==> src/pkg/rx_sig_err_pkg.sv <==
/*
 Constants for the receive signalling and error counter bank: register
 indices, field positions, reset values and table geometry.
 Assumes a word-addressed view: the byte address is four times the index.
*/
package rx_sig_err_pkg;
   localparam int MAX_PORTS = 8;
   localparam int ADDR_W = 14;
   localparam int PORT_LSB = 11;
   localparam int REG_W = 9;
   localparam int CNT_W = 16;
   localparam int NUM_CNT = 4;
   localparam int NIB_CHANNELS = 32;
   localparam int IRQ_W = 5;

   // Per-port register indices; port n adds n times 200h to the index
   localparam logic [11:0] PORT_STRIDE = 12'h200;
   localparam logic [REG_W-1:0] SIG_FIRST = 9'h040;
   localparam logic [REG_W-1:0] SIG_LAST = 9'h04f;
   localparam logic [REG_W-1:0] LINE_CODE_VIOL_COUNT_HI = 9'h050;
   localparam logic [REG_W-1:0] LINE_CODE_VIOL_COUNT_LO = 9'h051;
   localparam logic [REG_W-1:0] PATH_CODE_VIOL_COUNT_HI = 9'h052;
   localparam logic [REG_W-1:0] PATH_CODE_VIOL_COUNT_LO = 9'h053;
   localparam logic [REG_W-1:0] FRAMES_OUT_OF_SYNC_COUNT_HI = 9'h054;
   localparam logic [REG_W-1:0] FRAMES_OUT_OF_SYNC_COUNT_LO = 9'h055;
   localparam logic [REG_W-1:0] EBIT_ERROR_COUNT_HI = 9'h056;
   localparam logic [REG_W-1:0] EBIT_ERROR_COUNT_LO = 9'h057;
   localparam logic [REG_W-1:0] PORT_CTRL = 9'h070;
   localparam logic [REG_W-1:0] IRQ_STATUS = 9'h071;
   localparam logic [REG_W-1:0] IRQ_ENABLE = 9'h072;
   localparam logic [REG_W-1:0] IRQ_CLEAR = 9'h073;

   // Port control fields
   localparam int CTRL_E1_BIT = 0;
   localparam int CTRL_ESF_BIT = 1;
   localparam int CTRL_CLR_BIT = 2;
   localparam logic [1:0] CTRL_RESET = 2'h0;

   // Counter kinds, also interrupt bit positions
   localparam int CNT_LCV = 0;
   localparam int CNT_PCV = 1;
   localparam int CNT_FOS = 2;
   localparam int CNT_EBIT = 3;
   localparam int IRQ_SIG_BIT = 4;

   // Signalling table geometry
   localparam logic [4:0] T1_HI_OFS = 5'h01;
   localparam logic [4:0] T1_LO_OFS = 5'h0d;
   localparam logic [4:0] E1_LO_OFS = 5'h0f;
   localparam logic [3:0] T1_SIG_REGS = 4'hc;
   localparam logic [4:0] T1_LAST_CH = 5'h18;
   localparam logic [4:0] E1_LAST_CH = 5'h1e;
   localparam logic [3:0] E1_SPARE_NIB = 4'h0;

   localparam logic [CNT_W-1:0] CNT_RESET = 16'h0000;
   localparam logic [CNT_W-1:0] CNT_MAX = 16'hffff;
   localparam logic [3:0] NIB_RESET = 4'h0;
   localparam logic [IRQ_W-1:0] IRQ_RESET = 5'h00;
endpackage

==> src/design/rx_sig_err_bank.sv <==
/*
 Receive signalling registers and error counters for up to eight ports,
 reached as a classic Wishbone slave with 32-bit data, byte registers in
 the low lane. Assumes signalling, sync state and error events arrive
 synchronous to clk_sys_in from the framer core.
*/
`timescale 1ns/1ps
module rx_sig_err_bank #(
   parameter int NUM_PORTS = 8
) (
   input wire logic clk_sys_in,
   input wire logic reset_in,
   input wire logic wb_cyc_in,
   input wire logic wb_stb_in,
   input wire logic wb_we_in,
   input wire logic [rx_sig_err_pkg::ADDR_W-1:0] wb_adr_in,
   input wire logic [3:0] wb_sel_in,
   input wire logic [31:0] wb_dat_in,
   output logic [31:0] wb_dat_out,
   output logic wb_ack_out,
   input wire logic sig_valid_in,
   input wire logic [2:0] sig_port_in,
   input wire logic [4:0] sig_chan_in,
   input wire logic [3:0] sig_abcd_in,
   input wire logic [7:0] loss_of_frame_sync_in,
   input wire logic [7:0] line_code_viol_evt_in,
   input wire logic [7:0] path_code_viol_evt_in,
   input wire logic [7:0] frames_out_of_sync_evt_in,
   input wire logic [7:0] ebit_err_evt_in,
   output logic irq_out
);
   // The port field of the address has room for eight ports only
   if (NUM_PORTS < 1 || NUM_PORTS > rx_sig_err_pkg::MAX_PORTS) begin : g_bad_ports
      $error("NUM_PORTS must lie between 1 and 8");
   end

   logic [3:0] sig_r [NUM_PORTS][rx_sig_err_pkg::NIB_CHANNELS];
   logic [rx_sig_err_pkg::CNT_W-1:0] cnt_r [NUM_PORTS][rx_sig_err_pkg::NUM_CNT];
   logic [1:0] ctrl_r [NUM_PORTS];
   logic [rx_sig_err_pkg::IRQ_W-1:0] irq_status_r [NUM_PORTS];
   logic [rx_sig_err_pkg::IRQ_W-1:0] irq_enable_r [NUM_PORTS];
   logic ack_r;
   logic [31:0] dat_r;
   logic irq_r;

   logic [2:0] port_sel;
   logic [rx_sig_err_pkg::REG_W-1:0] reg_sel;
   logic port_ok;
   logic req_go;
   logic wr_go;
   logic [7:0] rd_byte;
   logic [rx_sig_err_pkg::REG_W-1:0] reg_diff;
   logic [3:0] sig_row;
   logic [1:0] cnt_kind;
   logic [rx_sig_err_pkg::CNT_W-1:0] cnt_val;
   logic sig_e1;
   logic sig_esf;
   logic sig_chan_ok;
   logic [3:0] sig_nib;
   logic irq_nxt;
   logic [rx_sig_err_pkg::NUM_CNT-1:0] cnt_evt [NUM_PORTS];
   logic [NUM_PORTS-1:0] cnt_clr;

   // Port in the top index bits, register index below, byte address is index times four
   assign port_sel = wb_adr_in[rx_sig_err_pkg::ADDR_W-1:rx_sig_err_pkg::PORT_LSB];
   assign reg_sel = wb_adr_in[rx_sig_err_pkg::PORT_LSB-1:2];
   assign port_ok = (32'(port_sel) < 32'(NUM_PORTS));
   // Only the first cycle of a request counts, so a held write acts once
   assign req_go = wb_cyc_in & wb_stb_in & ~ack_r;
   assign wr_go = req_go & wb_we_in & wb_sel_in[0] & port_ok;

   // Read decode; reads have no side effects, so a retried read is harmless
   always_comb begin
      rd_byte = 8'h00;
      reg_diff = 9'h000;
      sig_row = 4'h0;
      cnt_kind = 2'h0;
      cnt_val = rx_sig_err_pkg::CNT_RESET;
      if (port_ok) begin
         if (reg_sel >= rx_sig_err_pkg::SIG_FIRST && reg_sel <= rx_sig_err_pkg::SIG_LAST) begin
            reg_diff = reg_sel - rx_sig_err_pkg::SIG_FIRST;
            sig_row = reg_diff[3:0];
            if (ctrl_r[port_sel][rx_sig_err_pkg::CTRL_E1_BIT]) begin
               if (sig_row == 4'h0) begin
                  rd_byte = {rx_sig_err_pkg::E1_SPARE_NIB, sig_r[port_sel][0]};
               end else begin
                  rd_byte = {sig_r[port_sel][{1'b0, sig_row}],
                             sig_r[port_sel][{1'b0, sig_row} + rx_sig_err_pkg::E1_LO_OFS]};
               end
            end else if (sig_row < rx_sig_err_pkg::T1_SIG_REGS) begin
               rd_byte = {sig_r[port_sel][{1'b0, sig_row} + rx_sig_err_pkg::T1_HI_OFS],
                          sig_r[port_sel][{1'b0, sig_row} + rx_sig_err_pkg::T1_LO_OFS]};
            end
         end else if (reg_sel >= rx_sig_err_pkg::LINE_CODE_VIOL_COUNT_HI &&
                      reg_sel <= rx_sig_err_pkg::EBIT_ERROR_COUNT_LO) begin
            // Pairs of byte registers: even index high byte, odd index low byte
            reg_diff = reg_sel - rx_sig_err_pkg::LINE_CODE_VIOL_COUNT_HI;
            cnt_kind = reg_diff[2:1];
            cnt_val = cnt_r[port_sel][cnt_kind];
            // E-bit count exists in E1 only and reads zero otherwise
            if (32'(cnt_kind) == rx_sig_err_pkg::CNT_EBIT &&
                !ctrl_r[port_sel][rx_sig_err_pkg::CTRL_E1_BIT]) begin
               cnt_val = rx_sig_err_pkg::CNT_RESET;
            end
            rd_byte = reg_diff[0] ? cnt_val[7:0] : cnt_val[15:8];
         end else if (reg_sel == rx_sig_err_pkg::PORT_CTRL) begin
            rd_byte = {6'h00, ctrl_r[port_sel]};
         end else if (reg_sel == rx_sig_err_pkg::IRQ_STATUS) begin
            rd_byte = {3'h0, irq_status_r[port_sel]};
         end else if (reg_sel == rx_sig_err_pkg::IRQ_ENABLE) begin
            rd_byte = {3'h0, irq_enable_r[port_sel]};
         end
      end
   end

   // Bus answer: ack one cycle after the request, dropped the cycle after
   always_ff @(posedge clk_sys_in) begin
      if (reset_in) begin
         ack_r <= 1'b0;
         dat_r <= 32'h00000000;
      end else begin
         ack_r <= req_go;
         if (req_go && !wb_we_in) begin
            dat_r <= {24'h000000, rd_byte};
         end
      end
   end

   // Incoming signalling nibble for the addressed port
   always_comb begin
      sig_e1 = 1'b0;
      sig_esf = 1'b0;
      sig_chan_ok = 1'b0;
      sig_nib = sig_abcd_in;
      if (32'(sig_port_in) < 32'(NUM_PORTS)) begin
         sig_e1 = ctrl_r[sig_port_in][rx_sig_err_pkg::CTRL_E1_BIT];
         sig_esf = ctrl_r[sig_port_in][rx_sig_err_pkg::CTRL_ESF_BIT];
         if (sig_e1) begin
            sig_chan_ok = (sig_chan_in <= rx_sig_err_pkg::E1_LAST_CH);
         end else begin
            sig_chan_ok = (sig_chan_in != 5'h00) && (sig_chan_in <= rx_sig_err_pkg::T1_LAST_CH);
         end
         // Freeze while sync is lost so software sees the last good pattern
         if (loss_of_frame_sync_in[sig_port_in]) begin
            sig_chan_ok = 1'b0;
         end
      end
      if (!sig_e1 && !sig_esf) begin
         sig_nib = {sig_abcd_in[3:2], sig_abcd_in[3:2]};
      end
   end

   // Signalling store
   always_ff @(posedge clk_sys_in) begin
      if (reset_in) begin
         for (int p = 0; p < NUM_PORTS; p++) begin
            for (int c = 0; c < rx_sig_err_pkg::NIB_CHANNELS; c++) begin
               sig_r[p][c] <= rx_sig_err_pkg::NIB_RESET;
            end
         end
      end else if (sig_valid_in && sig_chan_ok) begin
         sig_r[sig_port_in][sig_chan_in] <= sig_nib;
      end
   end

   // Port control; the clear bit is a pulse and is not stored
   always_ff @(posedge clk_sys_in) begin
      if (reset_in) begin
         for (int p = 0; p < NUM_PORTS; p++) begin
            ctrl_r[p] <= rx_sig_err_pkg::CTRL_RESET;
         end
      end else if (wr_go && reg_sel == rx_sig_err_pkg::PORT_CTRL) begin
         ctrl_r[port_sel] <= wb_dat_in[1:0];
      end
   end

   // Per-port event and clear strobes for the counters
   always_comb begin
      for (int p = 0; p < NUM_PORTS; p++) begin
         cnt_clr[p] = clr_of(p);
         for (int k = 0; k < rx_sig_err_pkg::NUM_CNT; k++) begin
            cnt_evt[p][k] = evt_of(p, k);
         end
      end
   end

   // One counter per port and kind; ports past NUM_PORTS have none and read zero
   for (genvar p = 0; p < NUM_PORTS; p++) begin : g_port
      for (genvar k = 0; k < rx_sig_err_pkg::NUM_CNT; k++) begin : g_cnt
         sat_event_counter #(
            .WIDTH(rx_sig_err_pkg::CNT_W)
         ) i_cnt (
            .clk_sys_in(clk_sys_in),
            .reset_in(reset_in),
            .evt_in(cnt_evt[p][k]),
            .clr_in(cnt_clr[p]),
            .count_out(cnt_r[p][k])
         );
      end
   end

   function automatic logic clr_of(input int p);
      clr_of = wr_go && 32'(port_sel) == p && reg_sel == rx_sig_err_pkg::PORT_CTRL &&
               wb_dat_in[rx_sig_err_pkg::CTRL_CLR_BIT];
   endfunction

   function automatic logic evt_of(input int p, input int k);
      evt_of = 1'b0;
      case (k)
         rx_sig_err_pkg::CNT_LCV: evt_of = line_code_viol_evt_in[p];
         rx_sig_err_pkg::CNT_PCV: evt_of = path_code_viol_evt_in[p];
         rx_sig_err_pkg::CNT_FOS: evt_of = frames_out_of_sync_evt_in[p];
         rx_sig_err_pkg::CNT_EBIT: evt_of = ebit_err_evt_in[p] & ctrl_r[p][rx_sig_err_pkg::CTRL_E1_BIT];
         default: evt_of = 1'b0;
      endcase
   endfunction

   // Sticky interrupt status; a new event wins over a clear in the same cycle
   for (genvar p = 0; p < NUM_PORTS; p++) begin : g_irq
      logic [rx_sig_err_pkg::IRQ_W-1:0] set_v;
      logic [rx_sig_err_pkg::IRQ_W-1:0] clr_v;
      logic en_wr;

      // Clears and enable writes act once, on the edge that takes the write
      always_comb begin
         set_v = rx_sig_err_pkg::IRQ_RESET;
         for (int k = 0; k < rx_sig_err_pkg::NUM_CNT; k++) begin
            set_v[k] = cnt_evt[p][k];
         end
         set_v[rx_sig_err_pkg::IRQ_SIG_BIT] = sig_valid_in && sig_chan_ok &&
                                              32'(sig_port_in) == p;
         clr_v = rx_sig_err_pkg::IRQ_RESET;
         en_wr = 1'b0;
         if (wr_go && 32'(port_sel) == p) begin
            if (reg_sel == rx_sig_err_pkg::IRQ_CLEAR) begin
               clr_v = wb_dat_in[rx_sig_err_pkg::IRQ_W-1:0];
            end
            en_wr = (reg_sel == rx_sig_err_pkg::IRQ_ENABLE);
         end
      end

      always_ff @(posedge clk_sys_in) begin
         if (reset_in) begin
            irq_status_r[p] <= rx_sig_err_pkg::IRQ_RESET;
            irq_enable_r[p] <= rx_sig_err_pkg::IRQ_RESET;
         end else begin
            irq_status_r[p] <= (irq_status_r[p] & ~clr_v) | set_v;
            if (en_wr) begin
               irq_enable_r[p] <= wb_dat_in[rx_sig_err_pkg::IRQ_W-1:0];
            end
         end
      end
   end

   always_comb begin
      irq_nxt = 1'b0;
      for (int p = 0; p < NUM_PORTS; p++) begin
         irq_nxt = irq_nxt | (|(irq_status_r[p] & irq_enable_r[p]));
      end
   end

   always_ff @(posedge clk_sys_in) begin
      if (reset_in) begin
         irq_r <= 1'b0;
      end else begin
         irq_r <= irq_nxt;
      end
   end

   assign wb_ack_out = ack_r;
   assign wb_dat_out = dat_r;
   assign irq_out = irq_r;
endmodule

// One saturating event counter; an event in a clear cycle is counted from zero
module sat_event_counter #(
   parameter int WIDTH = 16
) (
   input wire logic clk_sys_in,
   input wire logic reset_in,
   input wire logic evt_in,
   input wire logic clr_in,
   output logic [WIDTH-1:0] count_out
);
   localparam logic [WIDTH-1:0] ZERO = WIDTH'(rx_sig_err_pkg::CNT_RESET);
   localparam logic [WIDTH-1:0] STEP = WIDTH'(1);
   // All ones is the saturation point whatever the width
   localparam logic [WIDTH-1:0] TOP = {WIDTH{1'b1}};

   logic [WIDTH-1:0] count_r;
   logic [WIDTH-1:0] count_nxt;

   if (WIDTH < 1) begin : g_bad_width
      $error("WIDTH must be at least 1");
   end

   // Saturate rather than wrap so a busy line never reads low
   always_comb begin
      count_nxt = count_r;
      if (evt_in && clr_in) begin
         count_nxt = STEP;
      end else if (evt_in) begin
         if (count_r != TOP) begin
            count_nxt = count_r + STEP;
         end
      end else if (clr_in) begin
         count_nxt = ZERO;
      end
   end

   always_ff @(posedge clk_sys_in) begin
      if (reset_in) begin
         count_r <= ZERO;
      end else begin
         count_r <= count_nxt;
      end
   end

   assign count_out = count_r;
endmodule

==> config.mk <==
export PLATFORM = sky130hd
export DESIGN_NAME = rx_sig_err_bank
export DESIGN_NICKNAME = d
export VERILOG_FILES = /design/src/pkg/rx_sig_err_pkg.sv /design/src/design/rx_sig_err_bank.sv
export SDC_FILE = /design/constraint.sdc
export NUM_CORES = 2
export LEC_CHECK = 0
export CAP_MARGIN = 30
export CELL_PAD_IN_SITES_DETAIL_PLACEMENT = 0
export CELL_PAD_IN_SITES_GLOBAL_PLACEMENT = 2
export CORE_UTILIZATION = 41
export CTS_BUF_LIST = sky130_fd_sc_hd__clkbuf_4 sky130_fd_sc_hd__clkbuf_8
export CTS_CLUSTER_SIZE = 8
export DETAILED_ROUTE_END_ITERATION = 16
export DONT_BUFFER_PORTS = 1
export PLACE_DENSITY_LB_ADDON = 0.08
export SKIP_CTS_REPAIR_TIMING = 1
export SYNTH_ARGS = -nofsm -noshare
export SYNTH_HDL_FRONTEND = slang
export SYNTH_SLANG_ARGS = --single-unit
==> constraint.sdc <==
create_clock -name clk_sys_in -period 5.01 [get_ports clk_sys_in]
set_input_delay 1.002 -clock clk_sys_in [delete_from_list [all_inputs] [get_ports clk_sys_in]]
set_output_delay 1.002 -clock clk_sys_in [all_outputs]
set_load 0.1 [all_outputs]
Yosys cells after proc, flatten, opt, wreduce, memory -nomap -nowiden --
Memories as Yosys holds them, arrays and structs flattened. Index checks and enable logic that the tools add are counted.
Cells by class: $add $sub $neg 37, $lt $le $gt $ge 16, equality and inequality tests 115, mux-type cells 211, bitwise logic cells 75, reductions and logical operators 251
Operator list (number):
- two-way mux 16 bit | 75
- adder 16 x 1 -> 16 bit, second input constant | 32
- inequality test 16 bit, second input constant | 32
- two-way mux 128 bit | 3
- binary-select mux 64 bit (select 3 bit) | 1
- two-way mux 5 bit | 28
- two-way mux 64 bit | 2
- AND reduction 2 bit | 64
- OR reduction 128 bit | 1
- nonzero test 3 bit | 32
- bitwise AND 5 bit | 16
- binary-select mux 4 bit (select 5 bit) | 4
- two-way mux 1 bit | 76
- logical AND 1 bit | 73
- inequality test 3 x 1 -> 1 bit, second input constant | 24
- OR reduction 2 bit | 33
- nonzero test 2 bit | 32
- two-way mux 8 bit | 6
- inequality test 2 x 1 -> 1 bit, second input constant | 24
- inverter 5 bit | 8
- bitwise OR 5 bit | 8
- OR reduction 5 bit | 8
- == test 9 x 7 -> 1 bit, second input constant | 4
- two-way mux 4 bit | 9
- other kinds (35) | 110
Storage, ports and cells: register bits after elaboration 522, bits in writable memories 1120, input port bits 108, output and inout bits 34, logic and storage cells 776, memories kept 4
Memories:
- sig_r | depth 8, width 128, read ports 1, clocked after Yosys merged registers in 0, wr ports 8, RTL line rx_sig_err_bank.sv:37 | logic [3:0] sig_r [NUM_PORTS][rx_sig_err_pkg::NIB_CHANNELS];
- irq_enable_r | depth 8, width 5, read ports 9, clocked after Yosys merged registers in 0, wr ports 8, RTL line rx_sig_err_bank.sv:41 | logic [rx_sig_err_pkg::IRQ_W-1:0] irq_enable_r [NUM_PORTS];
- irq_status_r | depth 8, width 5, read ports 9, clocked after Yosys merged registers in 0, wr ports 8, RTL line rx_sig_err_bank.sv:40 | logic [rx_sig_err_pkg::IRQ_W-1:0] irq_status_r [NUM_PORTS];
- ctrl_r | depth 8, width 2, read ports 10, clocked after Yosys merged registers in 0, wr ports 8, RTL line rx_sig_err_bank.sv:39 | logic [1:0] ctrl_r [NUM_PORTS];

Logic depth before layout (Yosys ltp) --
depth after elaboration 11, mapped depth 18, depth with buffers taken out 10

By module --
Synthesis repeated with hierarchy kept, for this count alone.
Unflattened totals: cells, all modules 8052, area total of the unflattened synthesis 86958.4 um^2
Modules (own cells, without submodules):
- rx_sig_err_bank | times used 1, cells each 4724, area each 58771.4 um^2, seq. area each 33432.1 um^2
- sat_event_counter | times used 32, cells each 104, area each 880.8 um^2, seq. area each 320.3 um^2

Worst setup path before layout --
OpenSTA, ideal clock, no wires.
kind input -> register, from in wb_adr_in[2] in the netlist's numbering, to reg dat_r[1] (netlist: wb_dat_out[1]), setup time 0.119 ns, arrival time 4.891 ns, data required time 4.891 ns, setup slack 0.000 ns, stages 17, path buffers 8, cells stage by stage buf_2 -> inv_2 -> buf_2 -> buf_2 -> buf_2 -> buf_1 -> ha_1 -> clkbuf_1 -> inv_1 -> clkbuf_1 -> clkbuf_1 -> nor2_1 -> a221oi_1 -> o21ai_0 -> a31oi_1 -> nand4_1 -> a32o_1
Between the ends: word-level cells in the longest chain between the ends 9, elaborated cells on any way between the ends 39, those cells by class add/sub (4); order compare (5); eq/ne (4); mux (19); bitwise (3); reduce/logical (4)
RTL lines:
- from (decl) | RTL line rx_sig_err_bank.sv:16 | input wire logic [rx_sig_err_pkg::ADDR_W-1:0] wb_adr_in,
- subtractor 4 x 1 -> 4 bit / subtractor 3 x 1 -> 3 bit (equally long branches) | RTL line rx_sig_err_bank.sv:81, rx_sig_err_bank.sv:97
- adder 4 x 4 -> 5 bit, or another cell as far along | RTL line rx_sig_err_bank.sv:92 | sig_r[port_sel][{1'b0, sig_row} + rx_sig_err_pkg::T1_LO_OFS]};
- inverter 5 -> 6 bit (not written as such), or another cell as far along | RTL line rx_sig_err_bank.sv:92
- binary-select mux 4 bit (select 5 bit), or another cell as far along | RTL line rx_sig_err_bank.sv:92
- two-way mux 4 bit (not written as such), or another cell as far along (2 in series) | RTL line rx_sig_err_bank.sv:92
- two-way mux 8 bit (on tied branches) | RTL line rx_sig_err_bank.sv:90, rx_sig_err_bank.sv:84, rx_sig_err_bank.sv:105
- two-way mux 8 bit (on tied branches) | RTL line rx_sig_err_bank.sv:83, rx_sig_err_bank.sv:94
- two-way mux 8 bit (*) | RTL line rx_sig_err_bank.sv:80 | if (reg_sel >= rx_sig_err_pkg::SIG_FIRST && reg_sel <= rx_sig_err_pkg::SIG_LAST) begin
- to (signal assigned) | RTL line rx_sig_err_bank.sv:124 | dat_r <= {24'h000000, rd_byte};
- to (decl) | RTL line rx_sig_err_bank.sv:43 | logic [31:0] dat_r;
Every way passes the cells marked *; elsewhere a longest branch is shown, timed or not. The select of a mux whose other input is x is not followed. A chain may end at the register's enable or synchronous reset.

Worst setup path in the final report --
from in wb_adr_in[12] in the netlist's numbering, to reg dat_r[0] (netlist: wb_dat_out[0])
Between the ends: word-level cells in the longest chain between the ends 11, elaborated cells on any way between the ends 29, those cells by class mux (22); bitwise (1); reduce/logical (2); memory (4)
RTL lines (RTL line):
- parallel branches: the longest is 10 deep, another holds memory (8 x 128 bit)
- two-way mux 8 bit (*) | rx_sig_err_bank.sv:80
Every way passes the cells marked *. The select of a mux whose other input is x is not followed.

==> run_results.csv <==
group,metric,value,unit
sta,rsz0062_at_grt,"false",
yosys,async_flop_share,0,%
routing,ant_nets,0,
yosys,synth_edf_count,1080,
global_routing,first_global_vias,59591,
sta,slew_viol_final,268,
power_and_ir_drop,comb_power_share,8.5,%
global_routing,antenna_found_initial,4,
clock_network,clockBufferDepth,4,
critical_path,worst_setup_path_end_kind,"register",
power_and_ir_drop,p_leak,0.0295,uW
global_routing,grt.total_usage,27.7,%
power_and_ir_drop,p_int,23000,uW
global_routing,overflow,0,
yosys,synthCells,7573,
critical_path,slowest_stage,"a222oi_1",
place,place.gp.congestion,0.906,
sta,setup-tns-final,0,ns
floorplanning,start_util,41.3,%
global_routing,grt_max_degree,480,
routing,num_vias,61040,
floorplanning,rows,164,
yosys,ys_types,88,
sta,fmax,0.202,GHz
critical_path,worst_path_largest_cell_delay,0.79,ns
sta,period_share,98.9,%
critical_path,path_class,"primary input to register",
floorplanning,die_w,450,um
power_and_ir_drop,power_switching_share,25.3,%
power_and_ir_drop,powerDensity,338,nW/um^2
clock_network,path_clk_slew,0.06,ns
finish,fin_nets,7623,
worst_hold_path,holdCritPathClass,"primary input to register",
clock_network,worstSkewPairLatency,1.05,ns
yosys,synth_area,82400,um^2
critical_path,cp-start-kind,"primary input",
clock_network,cts_tree,"done",
clock_network,cts_sinks,1642,
yosys,synth-main-ff-cell,"edfxtp_1",
critical_path,cp_data_required_time,5.91,ns
sta,hold_viol,0,
clock_network,cts-root-buf,"clkbuf_8",
critical_path,path_cells,"buf_16, buf_16, buf_16, or2_2, o22ai_1, a222oi_1, mux4_2, nand2_1, o211ai_1, nand3_1, a211oi_1",
status,violations,"slew limit",
power_and_ir_drop,clkPwrFrac,43.1,%
routing,post-route-drc-count,0,
routing,wl_per_cell,27.7,um
floorplanning,dieArea,203000,um^2
power_and_ir_drop,peakVddDrop,263,uV
sta,setup_viol,0,
sta,period_needed,4.96,ns
finish,fin_cells,10361,
critical_path,crit_top_cell,"buf_16",
finish,final_cell_mix,"nor2_1 (1210), edfxtp_1 (1080), dfxtp_1 (562)",
routing,routed_wl,287,mm
routing,first_pass_iters,6,
clock_network,cts_buffers,316,
flow_run,max_cap_violations,0,
clock_network,htreeDepth,5,
place,portBuffers,0,
finish,drive_above_1_share,16.1,%
power_and_ir_drop,p_seq_share,48.4,%
place,dp_cells,9810,
place,dpl.hpwl,197,mm
routing,drt_iter0_drc,5439,
floorplanning,die_h,450,um
power_and_ir_drop,power.switching,7790,uW
yosys,synth_seq_cells,1642,
status,status,"finished, violations left",
critical_path,cp_max_fo,141,
critical_path,ff2ff_setup_slack,1.22,ns
finish,final_common_cell,"nor2_1",
sta,timing.slew.headroom,-32.4,%
finish,area_delta_synth_final,10.7,%
yosys,ys_seq_area_share,53.0,%
critical_path,arrival,5.86,ns
finish,fin_area,91200,um^2
floorplanning,io_pins,142,
sta,skew,0.0663,ns
sta,worst_pin_slew,1.99,ns
floorplanning,core,200000,um^2
yosys,synth_area_per_cell,10.9,um^2
routing,routed_via_density,5.89,
place,dpl-instance-area,84900,um^2
global_routing,grt_pass1_wl,414,mm
yosys,yosys_warnings,0,
==> kinds of logic (layout without fill, tap and decap cells) <==
| group | after synthesis | in the layout | synth area share (%) |
|---|---|---|---|
| other | 1 | 68 | 0.00455 |
| AO/OA/AOI/OAI | 1086 | 1086 | 7.79 |
| buffers and inverters | 781 | 846 | 4.24 |
| multiplexers | 625 | 625 | 13.7 |
| XOR/XNOR | 316 | 316 | 3.36 |
| AND/OR/NAND/NOR | 3085 | 3085 | 17.3 |
| flip-flops | 1642 | 1642 | 53.0 |
| adder cells (fa/ha/maj) | 37 | 37 | 0.562 |
==> power by group through the flow <==
| stage | sequential (uW) | combinational [uW] | clock, uW |
|---|---|---|---|
| final | 14900 | 2620 | 13300 |
| after global routing | 14900 | 2730 | 14100 |
| after CTS | 14900 | 2470 | 13500 |
| after detailed placement | 15200 | 2470 | 0 |
| after global placement | 15200 | 2450 | 0 |
| after floorplan | 15100 | 1780 | 0 |
==> state kept, by name, summed over array words and instances (netlist names) <==
signal                        flops
sig_r                          1024
ctrl_r                           16
wb_dat_out                        8
g_port.g_cnt.i_cnt.count_out    512
wb_ack_out                        1
irq_out                           1
irq_status_r                     40
irq_enable_r                     40
==> per-stage QoR <==
step / setup slack, ns / total power (uW) / hold WS, ns / util [%]
floorplan: 0.000280 / 16900 / 0.459 / -
global placement: 0.570 / 17600 / 0.478 / 42.5
detailed placement: 0.576 / 17700 / 0.483 / 42.5
CTS: 1.28 / 30900 / -0.0306 / 45.6
global route: 0.112 / 31800 / -0.00591 / 45.7
finish: 0.0529 / 30800 / 0.0873 / 45.7
==> Yosys cell counts (60+ instances only) <==
cell type / count / area (um^2)
nor3_1: 530 / 2650
o21ai_0: 459 / 2300
mux4_2: 395 / 8900
xor2_1: 71 / 622
a21oi_1: 244 / 1220
edfxtp_1: 1080 / 32400
buf_2: 67 / 335
nand3_1: 277 / 1390
clkbuf_1: 471 / 1770
buf_4: 60 / 450
mux2_2: 98 / 1100
nand2_1: 510 / 1910
mux2i_1: 131 / 1310
inv_1: 105 / 394
nor2_1: 1211 / 4550
dfxtp_1: 562 / 11300
nand4_1: 86 / 538
xnor2_1: 245 / 2150
or3_1: 188 / 1180
o22ai_1: 88 / 551
==> per-layer routing <==
metal / global-route usage, % / wire (um)
met5: 0 / 0
met4: 14.0 / 15500
met3: 3.96 / 16000
met2: 46.4 / 140000
met1: 35.0 / 116000
==> worst paths after layout <==
check,startpoint,endpoint,depth (start not counted)
hold / removal,reset_in,sig_r[6][3],0
hold reg to reg,g_port[6].g_cnt[1].i_cnt.count_out[1],g_port[6].g_cnt[1].i_cnt.count_out[1],2
setup reg to reg,ctrl_r[2][0],sig_r[7][8],8
setup / recovery,wb_adr_in[12],wb_dat_out[0],11
==> cell type report <==
type	instances	area [um^2]
fillers	18627	108000
flip-flops and latches	1642	43700
multi-input cells	5205	35600
clock buffers	443	5540
well taps	2656	3320
repair buffers	204	2000
clock inverters	90	542
inverters	109	420
diodes	12	30.0
==> critical path, delay by kind of cell <==
family	cells	cell delay [ns]
buffers and inverters	3	1.42
AND/OR/NAND/NOR	3	0.94
AO/OA/AOI/OAI	4	1.46
multiplexers	1	0.40
(Power assumes the default switching activity.)
